### config.mk
export PLATFORM = sky130hd
export DESIGN_NAME = dcc_top
export DESIGN_NICKNAME = d
export VERILOG_FILES = /design/src/dcc_pkg.sv /design/src/dcc_cell.sv /design/src/dcc_top.sv
export VERILOG_INCLUDE_DIRS = /design/src
export SDC_FILE = /design/constraint.sdc
export NUM_CORES = 2
export LEC_CHECK = 0
export BUFFER_PORTS_ARGS = -buffer_cell sky130_fd_sc_hd__buf_2
export CAP_MARGIN = 20
export CORE_AREA = 2 2 393 395
export DETAILED_ROUTE_END_ITERATION = 6
export DIE_AREA = 0 0 395 397
export GPL_ROUTABILITY_DRIVEN = 0
export PLACE_DENSITY = 0.84
export SETUP_SLACK_MARGIN = 0.4
export SLEW_MARGIN = 15
export SYNTH_ARGS = -nofsm -noshare
export SYNTH_HDL_FRONTEND = slang
export SYNTH_HIERARCHICAL = 1
export SYNTH_SLANG_ARGS = --single-unit
### constraint.sdc
create_clock -name mclk -period 49.2 [get_ports mclk]
set_input_delay 9.84 -clock mclk [delete_from_list [all_inputs] [get_ports mclk]]
set_output_delay 9.84 -clock mclk [all_outputs]
set_load 0.005 [all_outputs]
### src/dcc_params.svh
// Purpose: constants of the dual capture/compare array
// Assumes: 40 MHz mclk, 8-bit register address, 16-bit data
// Notes:   offsets are byte-free register indices
`ifndef DCC_PARAMS_SVH
`define DCC_PARAMS_SVH
`define DCC_CLK_NS  25
`define DCC_RES_NS  200
`define DCC_TMAX    16'hffff
`define DCC_CTL_W   5
`define DCC_CTL_TSEL 4
`define DCC_TC_W    6
`define DCC_TC_RUN  0
`define DCC_TC_SRC  1
`define DCC_TC_PSC  3
`define DCC_N_CH    32
`define DCC_N_TMR   4
`define DCC_N_SRC   36
`define DCC_A_VAL   8'h00
`define DCC_A_CTL   8'h20
`define DCC_A_TCNT  8'h40
`define DCC_A_TRLD  8'h44
`define DCC_A_TCTL  8'h48
`define DCC_A_STLO  8'h4c
`define DCC_A_STHI  8'h4d
`define DCC_A_STT   8'h4e
`define DCC_A_MKLO  8'h50
`define DCC_A_MKHI  8'h51
`define DCC_A_MKT   8'h52
`define DCC_A_PRI   8'h60
`endif

### src/dcc_pkg.sv
// Purpose: types of the dual capture/compare array
// Assumes: nothing
// Notes:   mode codes 9..15 are illegal and act as off
`default_nettype none
package dcc_pkg;
    typedef enum logic [3:0] {
        dcc_off, cap_rise, cap_fall, cap_both,
        cmp0, cmp1, cmp2, cmp3, cmp_dbl
    } dcc_mode_t;
    typedef enum logic [1:0] {src_psc, src_gm2, src_ext} dcc_src_t;
endpackage
`default_nettype wire

### src/dcc_cell.sv
// Purpose: one capture/compare channel
// Assumes: pin_s already synchronised, tval/upd/ovf from its timer
// Notes:   capture beats a software write in the same cycle
`timescale 1ns/10ps
`default_nettype none
module dcc_cell (
    input  wire logic        mclk,
    input  wire logic        rst_n,
    input  wire logic [3:0]  mode,
    input  wire logic [15:0] tval,
    input  wire logic        upd,
    input  wire logic        ovf,
    input  wire logic        pin_s,
    input  wire logic        pair_tgl,
    input  wire logic        wr,
    input  wire logic [15:0] wdata,
    output logic      [15:0] val_q,
    output logic             ev_q,
    output logic             tgl,
    output logic             pin_q
);
    dcc_pkg::dcc_mode_t m;
    logic pin_p_q;
    logic done_q;
    logic rise;
    logic fall;
    logic cap;
    logic cmp;
    logic once;
    logic hit;
    logic first;

    assign m    = dcc_pkg::dcc_mode_t'(mode);
    assign rise = pin_s & ~pin_p_q;
    assign fall = ~pin_s & pin_p_q;

    always_comb begin
        cap  = 1'b0;
        cmp  = 1'b0;
        once = 1'b0;
        unique case (m)
            dcc_pkg::cap_rise: cap = rise;
            dcc_pkg::cap_fall: cap = fall;
            dcc_pkg::cap_both: cap = rise | fall;
            dcc_pkg::cmp0, dcc_pkg::cmp1, dcc_pkg::cmp_dbl: cmp = 1'b1;
            dcc_pkg::cmp2, dcc_pkg::cmp3: begin
                cmp  = 1'b1;
                once = 1'b1;
            end
            default: cmp = 1'b0;
        endcase
    end

    // compared only when the timer has just counted
    assign hit   = cmp & upd & (tval == val_q);
    // an overflow in the same cycle opens the new period first
    assign first = hit & ~(once & done_q & ~ovf);
    assign tgl   = hit & (m == dcc_pkg::cmp_dbl);

    always_ff @(posedge mclk or negedge rst_n) begin
        if (!rst_n) begin
            pin_p_q <= 1'b0;
        end else begin
            pin_p_q <= pin_s;
        end
    end

    always_ff @(posedge mclk or negedge rst_n) begin
        if (!rst_n) begin
            val_q <= 16'h0000;
        end else if (cap) begin
            val_q <= tval;
        end else if (wr) begin
            val_q <= wdata;
        end
    end

    always_ff @(posedge mclk or negedge rst_n) begin
        if (!rst_n) begin
            ev_q   <= 1'b0;
            done_q <= 1'b0;
        end else begin
            ev_q   <= cap | first;
            done_q <= once & (first | (done_q & ~ovf));
        end
    end

    always_ff @(posedge mclk or negedge rst_n) begin
        if (!rst_n) begin
            pin_q <= 1'b0;
        end else if ((m == dcc_pkg::cmp1 && hit) ||
                     (m == dcc_pkg::cmp_dbl && (hit || pair_tgl))) begin
            pin_q <= ~pin_q;
        end else if (m == dcc_pkg::cmp3 && first) begin
            pin_q <= 1'b1;
        end else if (m == dcc_pkg::cmp3 && ovf) begin
            pin_q <= 1'b0;
        end
    end

    cap_latch_a: assert property (
        @(posedge mclk) disable iff (!rst_n)
        cap |=> (ev_q && val_q == $past(tval)))
        else $error("capture did not latch timer");
    edge_sel_a: assert property (
        @(posedge mclk) disable iff (!rst_n)
        (m == dcc_pkg::cap_rise && fall) |=> !ev_q)
        else $error("falling edge captured in rising mode");
    cmp_irq_a: assert property (
        @(posedge mclk) disable iff (!rst_n)
        (m == dcc_pkg::cmp0 && upd && tval == val_q) |=> (ev_q && $stable(pin_q)))
        else $error("mode 0 match wrong");
    mode2_once_a: assert property (
        @(posedge mclk) disable iff (!rst_n)
        (m == dcc_pkg::cmp2 && done_q && !ovf) |=> !ev_q)
        else $error("second mode 2 event in period");
    mode3_pin_a: assert property (
        @(posedge mclk) disable iff (!rst_n)
        (m == dcc_pkg::cmp3 && ovf && !first) |=> !pin_q)
        else $error("mode 3 pin not cleared on overflow");
    mode1_tgl_a: assert property (
        @(posedge mclk) disable iff (!rst_n)
        (m == dcc_pkg::cmp1 && hit) |=> (pin_q != $past(pin_q)))
        else $error("mode 1 pin did not toggle");
    dbl_pin_a: assert property (
        @(posedge mclk) disable iff (!rst_n)
        (m == dcc_pkg::cmp_dbl && pair_tgl && !hit) |=> (pin_q != $past(pin_q)))
        else $error("double mode pin did not toggle");
endmodule
`default_nettype wire

### src/dcc_top.sv
// Purpose: two capture/compare arrays of 16 channels, four timers
// Assumes: pins and external count inputs are asynchronous
// Notes:   register bus is a plain strobe port, read data next cycle
//
// Overview of operation
// - 32 channels, finest timer step 16 half-clocks
// - four reloadable 16-bit timers in two pairs
// - timer clock from prescaler or module-two overflow
// - first timer of each pair counts external edges
// - 16 channels per array, timer and function selectable
// - each channel owns one pin, in or out
// - capture latches timer and raises interrupt
// - capture edge rising, falling or both
// - compare against assigned timer on every count
// - mode 0: interrupt per match, no pin
// - mode 1: pin toggles on each match
// - mode 2: one interrupt per timer period
// - mode 3: pin high on match, low on overflow
// - double mode: two channels toggle one pin
// - every source has request, enable and priority
`timescale 1ns/10ps
`default_nettype none
`include "dcc_params.svh"
module dcc_top (
    input  wire logic        mclk,
    input  wire logic        rst_n,
    input  wire logic [7:0]  addr,
    input  wire logic [15:0] wdata,
    input  wire logic        wr,
    input  wire logic        rd,
    output logic      [15:0] rdata_q,
    input  wire logic [31:0] cc_pin_i,
    output logic      [31:0] cc_pin_o,
    output logic      [31:0] cc_pin_oe,
    input  wire logic        ext_cnt_a,
    input  wire logic        ext_cnt_b,
    input  wire logic        gm2_t6_ovf,
    output logic             irq,
    output logic      [3:0]  irq_prio_q
);
    localparam int RES_CYC = (`DCC_RES_NS + `DCC_CLK_NS - 1) / `DCC_CLK_NS;
    localparam int NCH     = `DCC_N_CH;
    localparam int NT      = `DCC_N_TMR;
    localparam int NSRC    = `DCC_N_SRC;

    logic [15:0]          psc_q;
    logic [15:0]          tcnt_q [NT];
    logic [15:0]          trld_q [NT];
    logic [`DCC_TC_W-1:0] tctl_q [NT];
    logic [`DCC_CTL_W-1:0] cctl_q [NCH];
    logic [3:0]           prio_q [NSRC];
    logic [NT-1:0]        cnt_en;
    logic [NT-1:0]        twr;
    logic [NT-1:0]        upd_q;
    logic [NT-1:0]        tovf_q;
    logic [31:0]          pin_s1_q;
    logic [31:0]          pin_s2_q;
    logic [1:0]           ext_s1_q;
    logic [1:0]           ext_s2_q;
    logic [1:0]           ext_p_q;
    logic [1:0]           ext_edge;
    logic [15:0]          ccv [NCH];
    logic [NCH-1:0]       ccev;
    logic [NCH-1:0]       tgl;
    logic [NCH-1:0]       st_ch_q;
    logic [NCH-1:0]       mk_ch_q;
    logic [NCH-1:0]       clr_ch;
    logic [NT-1:0]        st_t_q;
    logic [NT-1:0]        mk_t_q;
    logic [NT-1:0]        clr_t;
    logic [NSRC-1:0]      pend;
    logic [3:0]           best;
    logic [15:0]          rdata_d;
    logic [7:0]           pri_off;

    function automatic logic in_rng(input logic [7:0] a,
                                    input logic [7:0] b,
                                    input int         n);
        return (a >= b) && ({1'b0, a} < ({1'b0, b} + 9'(n)));
    endfunction

    // prescaled tick: the finest choice is one step per RES_CYC clocks
    function automatic logic psc_tick(input logic [15:0] p,
                                      input logic [2:0]  s);
        logic [15:0] msk;
        msk = 16'((RES_CYC << s) - 1);
        return &(p | ~msk);
    endfunction

    // two-flop synchronisers; edge detect reads only the second stage
    always_ff @(posedge mclk or negedge rst_n) begin
        if (!rst_n) begin
            pin_s1_q <= 32'h0000_0000;
            pin_s2_q <= 32'h0000_0000;
            ext_s1_q <= 2'h0;
            ext_s2_q <= 2'h0;
            ext_p_q  <= 2'h0;
        end else begin
            pin_s1_q <= cc_pin_i;
            pin_s2_q <= pin_s1_q;
            ext_s1_q <= {ext_cnt_b, ext_cnt_a};
            ext_s2_q <= ext_s1_q;
            ext_p_q  <= ext_s2_q;
        end
    end

    assign ext_edge = ext_s2_q & ~ext_p_q;

    always_ff @(posedge mclk or negedge rst_n) begin
        if (!rst_n) begin
            psc_q <= 16'h0000;
        end else begin
            psc_q <= psc_q + 16'h0001;
        end
    end

    always_comb begin
        for (int t = 0; t < NT; t++) begin
            twr[t]    = wr && (addr == `DCC_A_TCNT + 8'(t));
            cnt_en[t] = 1'b0;
            unique case (dcc_pkg::dcc_src_t'(tctl_q[t][`DCC_TC_SRC +: 2]))
                dcc_pkg::src_psc:
                    cnt_en[t] = psc_tick(psc_q,
                                         tctl_q[t][`DCC_TC_PSC +: 3]);
                dcc_pkg::src_gm2: cnt_en[t] = gm2_t6_ovf;
                dcc_pkg::src_ext:
                    cnt_en[t] = (t % 2 == 0) && ext_edge[t / 2];
                default: cnt_en[t] = 1'b0;
            endcase
            cnt_en[t] = cnt_en[t] & tctl_q[t][`DCC_TC_RUN];
        end
    end

    always_ff @(posedge mclk or negedge rst_n) begin
        if (!rst_n) begin
            for (int t = 0; t < NT; t++) begin
                tcnt_q[t] <= 16'h0000;
            end
            upd_q  <= '0;
            tovf_q <= '0;
        end else begin
            for (int t = 0; t < NT; t++) begin
                if (twr[t]) begin
                    tcnt_q[t] <= wdata;
                end else if (cnt_en[t]) begin
                    tcnt_q[t] <= (tcnt_q[t] == `DCC_TMAX) ?
                                 trld_q[t] : tcnt_q[t] + 16'h0001;
                end
            end
            upd_q  <= cnt_en & ~twr;
            for (int t = 0; t < NT; t++) begin
                tovf_q[t] <= cnt_en[t] && !twr[t] &&
                             (tcnt_q[t] == `DCC_TMAX);
            end
        end
    end

    for (genvar i = 0; i < NCH; i++) begin : g_ch
        localparam int P = i ^ 8;
        logic [1:0] ti;
        dcc_pkg::dcc_mode_t cm;
        // array picks the pair, the channel picks a timer within it
        assign ti = {1'(i / 16), cctl_q[i][`DCC_CTL_TSEL]};
        assign cm = dcc_pkg::dcc_mode_t'(cctl_q[i][3:0]);
        // upper channel of a double pair never drives its own pin
        assign cc_pin_oe[i] = (cm == dcc_pkg::cmp1) ||
                              (cm == dcc_pkg::cmp3) ||
                              (cm == dcc_pkg::cmp_dbl && (i % 16) < 8);
        dcc_cell u_cell (
            .mclk     (mclk),
            .rst_n    (rst_n),
            .mode     (cctl_q[i][3:0]),
            .tval     (tcnt_q[ti]),
            .upd      (upd_q[ti]),
            .ovf      (tovf_q[ti]),
            .pin_s    (pin_s2_q[i]),
            .pair_tgl (tgl[P]),
            .wr       (wr && addr == `DCC_A_VAL + 8'(i)),
            .wdata    (wdata),
            .val_q    (ccv[i]),
            .ev_q     (ccev[i]),
            .tgl      (tgl[i]),
            .pin_q    (cc_pin_o[i])
        );
    end

    assign pri_off = addr - `DCC_A_PRI;

    always_ff @(posedge mclk or negedge rst_n) begin
        if (!rst_n) begin
            for (int c = 0; c < NCH; c++) begin
                cctl_q[c] <= '0;
            end
            for (int t = 0; t < NT; t++) begin
                trld_q[t] <= 16'h0000;
                tctl_q[t] <= '0;
            end
            for (int s = 0; s < NSRC; s++) begin
                prio_q[s] <= 4'h0;
            end
            mk_ch_q <= '0;
            mk_t_q  <= '0;
        end else if (wr) begin
            if (in_rng(addr, `DCC_A_CTL, NCH)) begin
                cctl_q[addr[4:0]] <= wdata[`DCC_CTL_W-1:0];
            end
            if (in_rng(addr, `DCC_A_TRLD, NT)) begin
                trld_q[addr[1:0]] <= wdata;
            end
            if (in_rng(addr, `DCC_A_TCTL, NT)) begin
                tctl_q[addr[1:0]] <= wdata[`DCC_TC_W-1:0];
            end
            if (addr == `DCC_A_MKLO) begin
                mk_ch_q[15:0] <= wdata;
            end
            if (addr == `DCC_A_MKHI) begin
                mk_ch_q[31:16] <= wdata;
            end
            if (addr == `DCC_A_MKT) begin
                mk_t_q <= wdata[NT-1:0];
            end
            if (in_rng(addr, `DCC_A_PRI, NSRC)) begin
                prio_q[pri_off[5:0]] <= wdata[3:0];
            end
        end
    end

    // a read clears status, but an event in that cycle still lands
    assign clr_ch = {{16{rd && addr == `DCC_A_STHI}},
                     {16{rd && addr == `DCC_A_STLO}}};
    assign clr_t  = {NT{rd && addr == `DCC_A_STT}};

    always_ff @(posedge mclk or negedge rst_n) begin
        if (!rst_n) begin
            st_ch_q <= '0;
            st_t_q  <= '0;
        end else begin
            st_ch_q <= (st_ch_q & ~clr_ch) | ccev;
            st_t_q  <= (st_t_q & ~clr_t) | tovf_q;
        end
    end

    assign pend = {st_t_q & mk_t_q, st_ch_q & mk_ch_q};
    assign irq  = |pend;

    always_comb begin
        best = 4'h0;
        for (int s = 0; s < NSRC; s++) begin
            if (pend[s] && prio_q[s] > best) begin
                best = prio_q[s];
            end
        end
    end

    always_ff @(posedge mclk or negedge rst_n) begin
        if (!rst_n) begin
            irq_prio_q <= 4'h0;
        end else begin
            irq_prio_q <= best;
        end
    end

    always_comb begin
        rdata_d = 16'h0000;
        if (in_rng(addr, `DCC_A_VAL, NCH)) begin
            rdata_d = ccv[addr[4:0]];
        end else if (in_rng(addr, `DCC_A_CTL, NCH)) begin
            rdata_d = 16'(cctl_q[addr[4:0]]);
        end else if (in_rng(addr, `DCC_A_TCNT, NT)) begin
            rdata_d = tcnt_q[addr[1:0]];
        end else if (in_rng(addr, `DCC_A_TRLD, NT)) begin
            rdata_d = trld_q[addr[1:0]];
        end else if (in_rng(addr, `DCC_A_TCTL, NT)) begin
            rdata_d = 16'(tctl_q[addr[1:0]]);
        end else if (addr == `DCC_A_STLO) begin
            rdata_d = st_ch_q[15:0];
        end else if (addr == `DCC_A_STHI) begin
            rdata_d = st_ch_q[31:16];
        end else if (addr == `DCC_A_STT) begin
            rdata_d = 16'(st_t_q);
        end else if (addr == `DCC_A_MKLO) begin
            rdata_d = mk_ch_q[15:0];
        end else if (addr == `DCC_A_MKHI) begin
            rdata_d = mk_ch_q[31:16];
        end else if (addr == `DCC_A_MKT) begin
            rdata_d = 16'(mk_t_q);
        end else if (in_rng(addr, `DCC_A_PRI, NSRC)) begin
            rdata_d = 16'(prio_q[pri_off[5:0]]);
        end
    end

    // data stands only in the cycle after the read strobe
    always_ff @(posedge mclk or negedge rst_n) begin
        if (!rst_n) begin
            rdata_q <= 16'h0000;
        end else begin
            rdata_q <= rd ? rdata_d : 16'h0000;
        end
    end

    psc_res_a: assert property (
        @(posedge mclk) disable iff (!rst_n)
        (cnt_en[0] && tctl_q[0][`DCC_TC_SRC +: 2] == 2'h0)
        |-> ((int'(psc_q) % RES_CYC) == RES_CYC - 1))
        else $error("prescaled step finer than resolution");
    cnt_inc_a: assert property (
        @(posedge mclk) disable iff (!rst_n)
        (cnt_en[0] && !twr[0] && tcnt_q[0] != `DCC_TMAX)
        |=> (tcnt_q[0] == $past(tcnt_q[0]) + 16'h0001 && upd_q[0]))
        else $error("timer did not step by one");
    reload_a: assert property (
        @(posedge mclk) disable iff (!rst_n)
        (cnt_en[2] && !twr[2] && tcnt_q[2] == `DCC_TMAX)
        |=> (tcnt_q[2] == $past(trld_q[2]) && tovf_q[2]) ##1 st_t_q[2])
        else $error("overflow reload or flag missing");
    gm2_src_a: assert property (
        @(posedge mclk) disable iff (!rst_n)
        (tctl_q[2][`DCC_TC_RUN] && tctl_q[2][`DCC_TC_SRC +: 2] == 2'h1
         && gm2_t6_ovf) |-> cnt_en[2])
        else $error("module-two overflow not counted");
    ext_src_a: assert property (
        @(posedge mclk) disable iff (!rst_n)
        (tctl_q[2][`DCC_TC_RUN] && tctl_q[2][`DCC_TC_SRC +: 2] == 2'h2
         && ext_edge[1]) |-> cnt_en[2])
        else $error("external count edge not counted");
    ext_none_a: assert property (
        @(posedge mclk) disable iff (!rst_n)
        (tctl_q[1][`DCC_TC_SRC +: 2] == 2'h2) |-> !cnt_en[1])
        else $error("second timer counted external input");
    sticky_irq_a: assert property (
        @(posedge mclk) disable iff (!rst_n)
        (ccev[0] && mk_ch_q[0]) |=> (irq && st_ch_q[0]))
        else $error("channel event lost or not signalled");
    status_clr_a: assert property (
        @(posedge mclk) disable iff (!rst_n)
        (rd && addr == `DCC_A_STLO && !ccev[0]) |=> !st_ch_q[0])
        else $error("status bit survived its read");
    ovf_at_max_a: assert property (
        @(posedge mclk) disable iff (!rst_n)
        (cnt_en[2] && !twr[2] && tcnt_q[2] != `DCC_TMAX) |=> !tovf_q[2])
        else $error("timer overflow flagged below full count");
endmodule
`default_nettype wire

=== Yosys cells after proc, flatten, opt, wreduce, memory -nomap -nowiden ===
Cells that the tools add are included.

* Flip-flop bits (word level): 1282
* Bits in latches: 0
* RAM bits: 0
* Bits in read-only memories: 0
* Bits of input ports: 63
* Output and inout bits: 85
* Logic and storage cells: 2421
* Memories kept: 0

* Add/subtract/negate cells: 10
* Multiply operators: 0
* Div/mod/pow operators: 0
* $lt $le $gt $ge: 118
* Equal/unequal tests: 339
* Shifts and indexed selects: 4
* Mux-type cells: 575
* Bitwise logic cells: 635
* Reduce and logical (&&, ||, !) cells: 485

{| class="wikitable"
|+ Operator list
! cell !! count
|-
| $mux 16 || 158
|-
| $bmux 16 s2 || 34
|-
| $eq 16x16->1 || 32
|-
| $eq 4x3->1 const B || 128
|-
| $and 1x1->1 || 324
|-
| $mux 1 || 288
|-
| $eq 4x2->1 const B || 64
|-
| $logic_and 1x1->1 || 220
|-
| $mux 4 || 41
|-
| $bwmux 160 || 1
|-
| $not 1->1 || 160
|-
| $reduce_or 5->1 || 32
|-
| $bwmux 144 || 1
|-
| $gt 4x4->1 || 35
|-
| $eq 4x1->1 const B || 32
|-
| $eq 4x4->1 const B || 32
|-
| $eq 8x5->1 const B || 16
|-
| $logic_or 1x1->1 || 112
|-
| $pmux 1 s3 || 34
|-
| $ge 3x3->1 const B || 33
|-
| $or 1x1->1 || 96
|-
| $reduce_bool 3->1 || 32
|-
| $add 16x1->16 const B || 5
|-
| $bmux 16 s5 || 1
|-
| 59 further kinds || 255
|}

=== Longest topological paths before layout ===
* Depth after elaboration: 108
* Gate-level depth with buffers: 278
* Mapped depth without buffers: 276

=== Modules after synthesis ===
Netlist, hierarchy kept.

{| class="wikitable"
|+ Modules (own cells, without submodules)
! module !! instances !! cells an instance !! area each (um^2) !! seq. area each (um^2)
|-
| dcc_top || 1 || 4495 || 48310.1 || 15915.3
|-
| dcc_cell || 32 || 109 || 1287.5 || 500.5
|}

=== Least setup slack after synthesis ===
OpenSTA, ideal clock, no wires.

* Path type: register to register
* Start point: reg mk_ch_q[0]
* End point: reg irq_prio_q[3]
* Setup time: 0.104 ns
* Arrival: 46.676 ns
* Required time: 49.096 ns
* Path slack: 2.421 ns
* Stages on the path, launching flop included: 252
* Buffers on the path: 4
* Clock period less this slack: 46.779 ns
* Path through: dfrtp_1 nand3_1 ha_1 nor2b_1 o211a_1 o21ai_1 mux2_2 ha_1 and2_1 a31oi_1 o21ai_0 a21oi_1 inv_1 ha_1 and3_1 a22o_1 a21oi_1 a41oi_1 [... 216 more ...] buf_2 mux2i_1 inv_1 ha_1 nor2b_1 o211ai_1 and2_1 a21oi_4 nand2_1 mux2_1 ha_1 nor2b_1 o21a_1 o21ai_0 a21oi_1 clkbuf_1 nor3b_1 a221oi_1

* Longest elaborated chain between the ends: 108

{| class="wikitable"
|+ Ends and longest elaborated chain
! what !! RTL line !! source
|-
| start: declaration || dcc_top.sv:66 || <nowiki>logic [NCH-1:0] mk_ch_q;</nowiki>
|-
| start signal: assignment || dcc_top.sv:214 || <nowiki>mk_ch_q[15:0] <= wdata;</nowiki>
|-
| $and 32x32->32 * || dcc_top.sv:243 || <nowiki>assign pend = {st_t_q & mk_t_q, st_ch_q & mk_ch_q};</nowiki>
|-
| $logic_and 1x1->1 * || dcc_top.sv:249 || <nowiki>if (pend[s] && prio_q[s] > best) begin</nowiki>
|-
| $mux 4 * || dcc_top.sv:249 ||
|-
| $gt 4x4->1 || dcc_top.sv:249 ||
|-
| $logic_and 1x1->1 || dcc_top.sv:249 ||
|-
| $mux 4 * || dcc_top.sv:249 ||
|-
| $gt 4x4->1 || dcc_top.sv:249 ||
|-
| $logic_and 1x1->1 || dcc_top.sv:249 ||
|-
| [... 93 more ...] || - ||
|-
| $mux 4 * || dcc_top.sv:249 ||
|-
| $gt 4x4->1 || dcc_top.sv:249 ||
|-
| $logic_and 1x1->1 || dcc_top.sv:249 ||
|-
| $mux 4 * || dcc_top.sv:249 ||
|-
| $gt 4x4->1 || dcc_top.sv:249 ||
|-
| $logic_and 1x1->1 || dcc_top.sv:249 ||
|-
| $mux 4 * || dcc_top.sv:249 ||
|-
| named net best[3] || dcc_top.sv:72 || <nowiki>logic [3:0] best;</nowiki>
|-
| end signal: assignment || dcc_top.sv:259 || <nowiki>irq_prio_q <= best;</nowiki>
|-
| end: declaration || dcc_top.sv:39 || <nowiki>output logic [3:0] irq_prio_q</nowiki>
|}

The timed path passes the listed nets; every way through them passes the cells marked *.
A chain may end at the register's enable or synchronous reset.

=== Worst setup path after layout ===
* Start point: reg mk_ch_q[0]
* End point: reg irq_prio_q[0]

The elaborated chain is that of the path after synthesis.

==> results by group <==
Logic synthesis
  • Async S/R FF share, synth: 1.00
  • Instance count of the mapped netlist: 7,983
  • Synth Area in Simple Gates: 0.100
  • Xor/xnor share of the synthesized area: 0.0564
  • Multiplexer share of the synthesized area: 0.335
  • Largest family of logic cells by synthesized area: multiplexers
  • Net Count, Synth: 8,190
  • EDFF count, synth: 0
  • Ys Warns: 6
  • Synth cell types: 121
  • Main synth FF type: dfrtp_1
  • #FFs+latches synth: 1,276
  • Synth Area in Compound Gates: 0.0908
  • Area of the mapped netlist: 89,500 um2
  • Adder-cell share of the synthesized area: 0.0213
  • Avg Inst Size Synth: 11.2 um2
  • Register area share after synthesis: 0.357

Critical path
  • CP endpoint kind: register
  • Crit path arrival time: 49,960 ps
  • Critical Path Slowest Stage Cell: or4_4
  • Most frequent CP cell: ha_4
  • Worst Path Required: 49,880 ps
  • Crit-path max FO: 7
  • Max incr delay on CP: 570 ps
  • Setup CP Type: reg2reg
  • Startpoint types: register

STA
  • Final min period: 49,280 ps
  • Fmax: 0.0203 GHz
  • Final setup margin: -81.8 ps
  • Final setup violation count: 3
  • Fin crit share: 1.00
  • Worst-case clock skew: 35.5 ps
  • Max Slew Vio Count: 0
  • Worst-margin pin slew: 1260 ps
  • Final hold violation count: 0
  • Max-slew headroom: 0.158

Clocking
  • Sink Count: 1,276
  • Root buf cell: clkbuf_16
  • Worst-path clk slew: 60 ps
  • Post-cts hold buffer count: 0
  • Clk buf depth: 3
  • CTS tree: built
  • H-tree Lvls: 4
  • Clock Latency Late Sink: 830 ps
  • Total CTS buffers: 142

Floorplanning
  • Chip width: 395 um
  • Ports: 148
  • CORE AREA: 153,000 um2
  • Starting Density: 0.585
  • Die H: 397 um
  • FP Rows: 144
  • Die area: 157,000 um2

Final layout
  • Design Area, Final: 98,700 um2
  • Layout cell share with drive strength beyond 1: 0.402
  • Post-layout util: 0.645
  • Sequential cell area: 31,900 um2
  • Fillers: 10.5k
  • Area occupied by multi-input gates: 55,300 um2
  • Area delta synth->final: 10.3%
  • Commonest non-fill, non-tap cell in the layout: mux2_2
  • Most frequent cells in the layout: mux2_2 (1,985), dfrtp_1 (1,274), xor2_1 (505), nand2_1 (488), nor2_1 (371)
  • Fin nets: 8,196

Pwr
  • Peak VDD IR: 0.0353 mV
  • Clock power frac: 0.363
  • Internal power: 0.00216 W
  • Combinational power share: 0.240
  • PD cells: 32.3 nW/um2
  • Switch share: 0.323
  • Leak: 45.7 nW
  • Pwr Total: 0.00319 W
  • Sequential power share: 0.397
  • Switch Pwr: 0.00103 W

Placement
  • IO buf count: 147
  • DP Area: 91,300 um2
  • HPWL after DPL: 200 mm

Detailed routing
  • WL per Instance: 29.6 um
  • Residual DRC: 286
  • Total routed wirelength: 301 mm
  • 1st-iter DRT viols: 10.6k
  • Final ANT Viol Nets: 0
  • First-pass DRT Iterations: 7
  • Via density: 7.19
  • Vias: 73.1k

Status
  • Failing checks: design-rule violations, negative setup slack
  • Outcome: finished, violations left

Flow run
  • Maxcap violations: 0

Global route
  • Initial antenna violation count: 37
  • Largest net degree at the start of global routing: 185
  • Vias in the first global route: 72.1k
  • Gr usage total: 0.366
  • First-pass GRT wire length: 442 mm
  • Grt total ovfl: 0

Min path
  • HP Class: reg2reg
area by class of cell:
type | instances | area share
well taps | 2044 | 0.0259
clock buffers | 197 | 0.0421
inverters | 267 | 0.0102
multi-input cells | 5901 | 0.560
repair buffers | 401 | 0.0292
flip-flops and latches | 1276 | 0.324
clock inverters | 61 | 0.00866
diodes | 22 | 0.000558
worst max-delay path, delay by kind of cell (launching register included):
| kind | cells | cell delay [ps] |
|---|---|---|
| AOI/OAI and AO/OA | 110 | 19590 |
| adders and majority gates | 41 | 9900 |
| buffers and inverters | 17 | 1970 |
| DFF | 1 | 450 |
| muxes | 20 | 5970 |
| and+or+nand+nor | 69 | 11150 |
power by group through the flow:
stage / Combinational (W) / Clock (W) / Sequential (W)
2_1_floorplan: 0.000491 / 0 / 0.00120
3_3_place_gp: 0.000620 / 0 / 0.00126
3_5_place_dp: 0.000652 / 0 / 0.00127
4_1_cts: 0.000670 / 0.00116 / 0.00125
5_1_grt: 0.000805 / 0.00120 / 0.00127
6_report: 0.000766 / 0.00116 / 0.00127
final timing paths:
| check | startpoint | to | slack, ps | cells past startpoint |
|---|---|---|---|---|
| setup / recovery | mk_ch_q[0] | irq_prio_q[0] | -80 | 257 |
| hold / removal | pin_s1_q[26] | pin_s2_q[26] | 350 | 0 |
| setup reg to reg | mk_ch_q[0] | irq_prio_q[0] | -80 | 257 |
| hold reg to reg | pin_s1_q[26] | pin_s2_q[26] | 350 | 0 |
| max in group asynchronous | rst_n | cctl_q[71] | 36590 | 5 |
| min in group asynchronous | rst_n | ext_s1_q[0] | 9070 | 1 |
logic make-up (layout without fill, tap and decap cells):
group	count (synthesis)	after routing
AOI/OAI and AO/OA	1134	1134
muxes	2380	2380
buffers and inverters	806	926
and+or+nand+nor	1657	1657
adders and majority gates	154	154
DFF	1276	1276
xor gates and xnor gates	576	576
other	0	22
sequential cells by signal (all words and copies together), names as in the netlist, 10 cells and up:
register             flops
g_ch.u_cell/pin_q       32
g_ch.u_cell/ev_q        32
pin_s1_q                32
st_ch_q                 32
g_ch.u_cell/pin_p_q     32
g_ch.u_cell/val_q      512
tctl_q                  24
trld_q                  64
tcnt_q                  64
prio_q                 144
psc_q                   10
rdata_q                 16
pin_s2_q                32
cctl_q                 160
mk_ch_q                 32
g_ch.u_cell/done_q      32
metal layers:
layer | track usage | up-vias | share of wire
li1 | - | 29600 | -
met1 | 0.443 | 36000 | 0.34
met2 | 0.535 | 5779 | 0.42
met3 | 0.145 | 1810 | 0.15
met4 | 0.249 | 27 | 0.087
met5 | 0.0139 | - | 0.0015
metrics by stage:
step                TNS [ps]  hold WS [ps]  cells  setup WS [ps]
finish                  -190           346  10200          -81.8
global route           -6560           348  10100          -1720
CTS                        0           346  10000            400
detailed placement     -7890           335   9764          -2150
global placement           0           332   9764            330
floorplan                  0           331   7983           2420
synthesized netlist by cell type (23+ instances only):
master | instances | share of area
mux2_2 | 2001 | 0.25
dfrtp_1 | 1276 | 0.36
xor2_1 | 505 | 0.049
nand2_1 | 495 | 0.021
nor2_1 | 377 | 0.016
clkbuf_1 | 374 | 0.016
mux4_2 | 288 | 0.072
inv_1 | 267 | 0.011
o21ai_0 | 253 | 0.014
nand3_1 | 172 | 0.0096
a21oi_1 | 156 | 0.0087
ha_1 | 144 | 0.020
nor4_1 | 105 | 0.0073
o211ai_1 | 101 | 0.0085
a22oi_1 | 93 | 0.0078
mux2i_1 | 82 | 0.0092
o2111ai_1 | 74 | 0.0072
xnor2_1 | 71 | 0.0069
nor3_1 | 68 | 0.0038
buf_1 | 64 | 0.0027
buf_6 | 64 | 0.0081
nand4_1 | 62 | 0.0043
o21a_1 | 58 | 0.0049
a21o_1 | 54 | 0.0045
and3_1 | 50 | 0.0035
nand2b_1 | 50 | 0.0035
and2_1 | 39 | 0.0027
o21bai_1 | 36 | 0.0030
buf_2 | 35 | 0.0020
or2_1 | 35 | 0.0024
o32a_1 | 34 | 0.0038
and2b_1 | 32 | 0.0027
nor3_4 | 32 | 0.0058
nor4b_4 | 32 | 0.0085
a31oi_1 | 28 | 0.0020
nor2b_1 | 23 | 0.0016
repair_timing:
item                                    in CTS  in global routing
endpoints found under the setup margin       4                  4
pin swaps                                   21                119
setup buffers                               25                 91
resized for setup                           48                212
No activity file was read; power rests on OpenSTA's default activity.
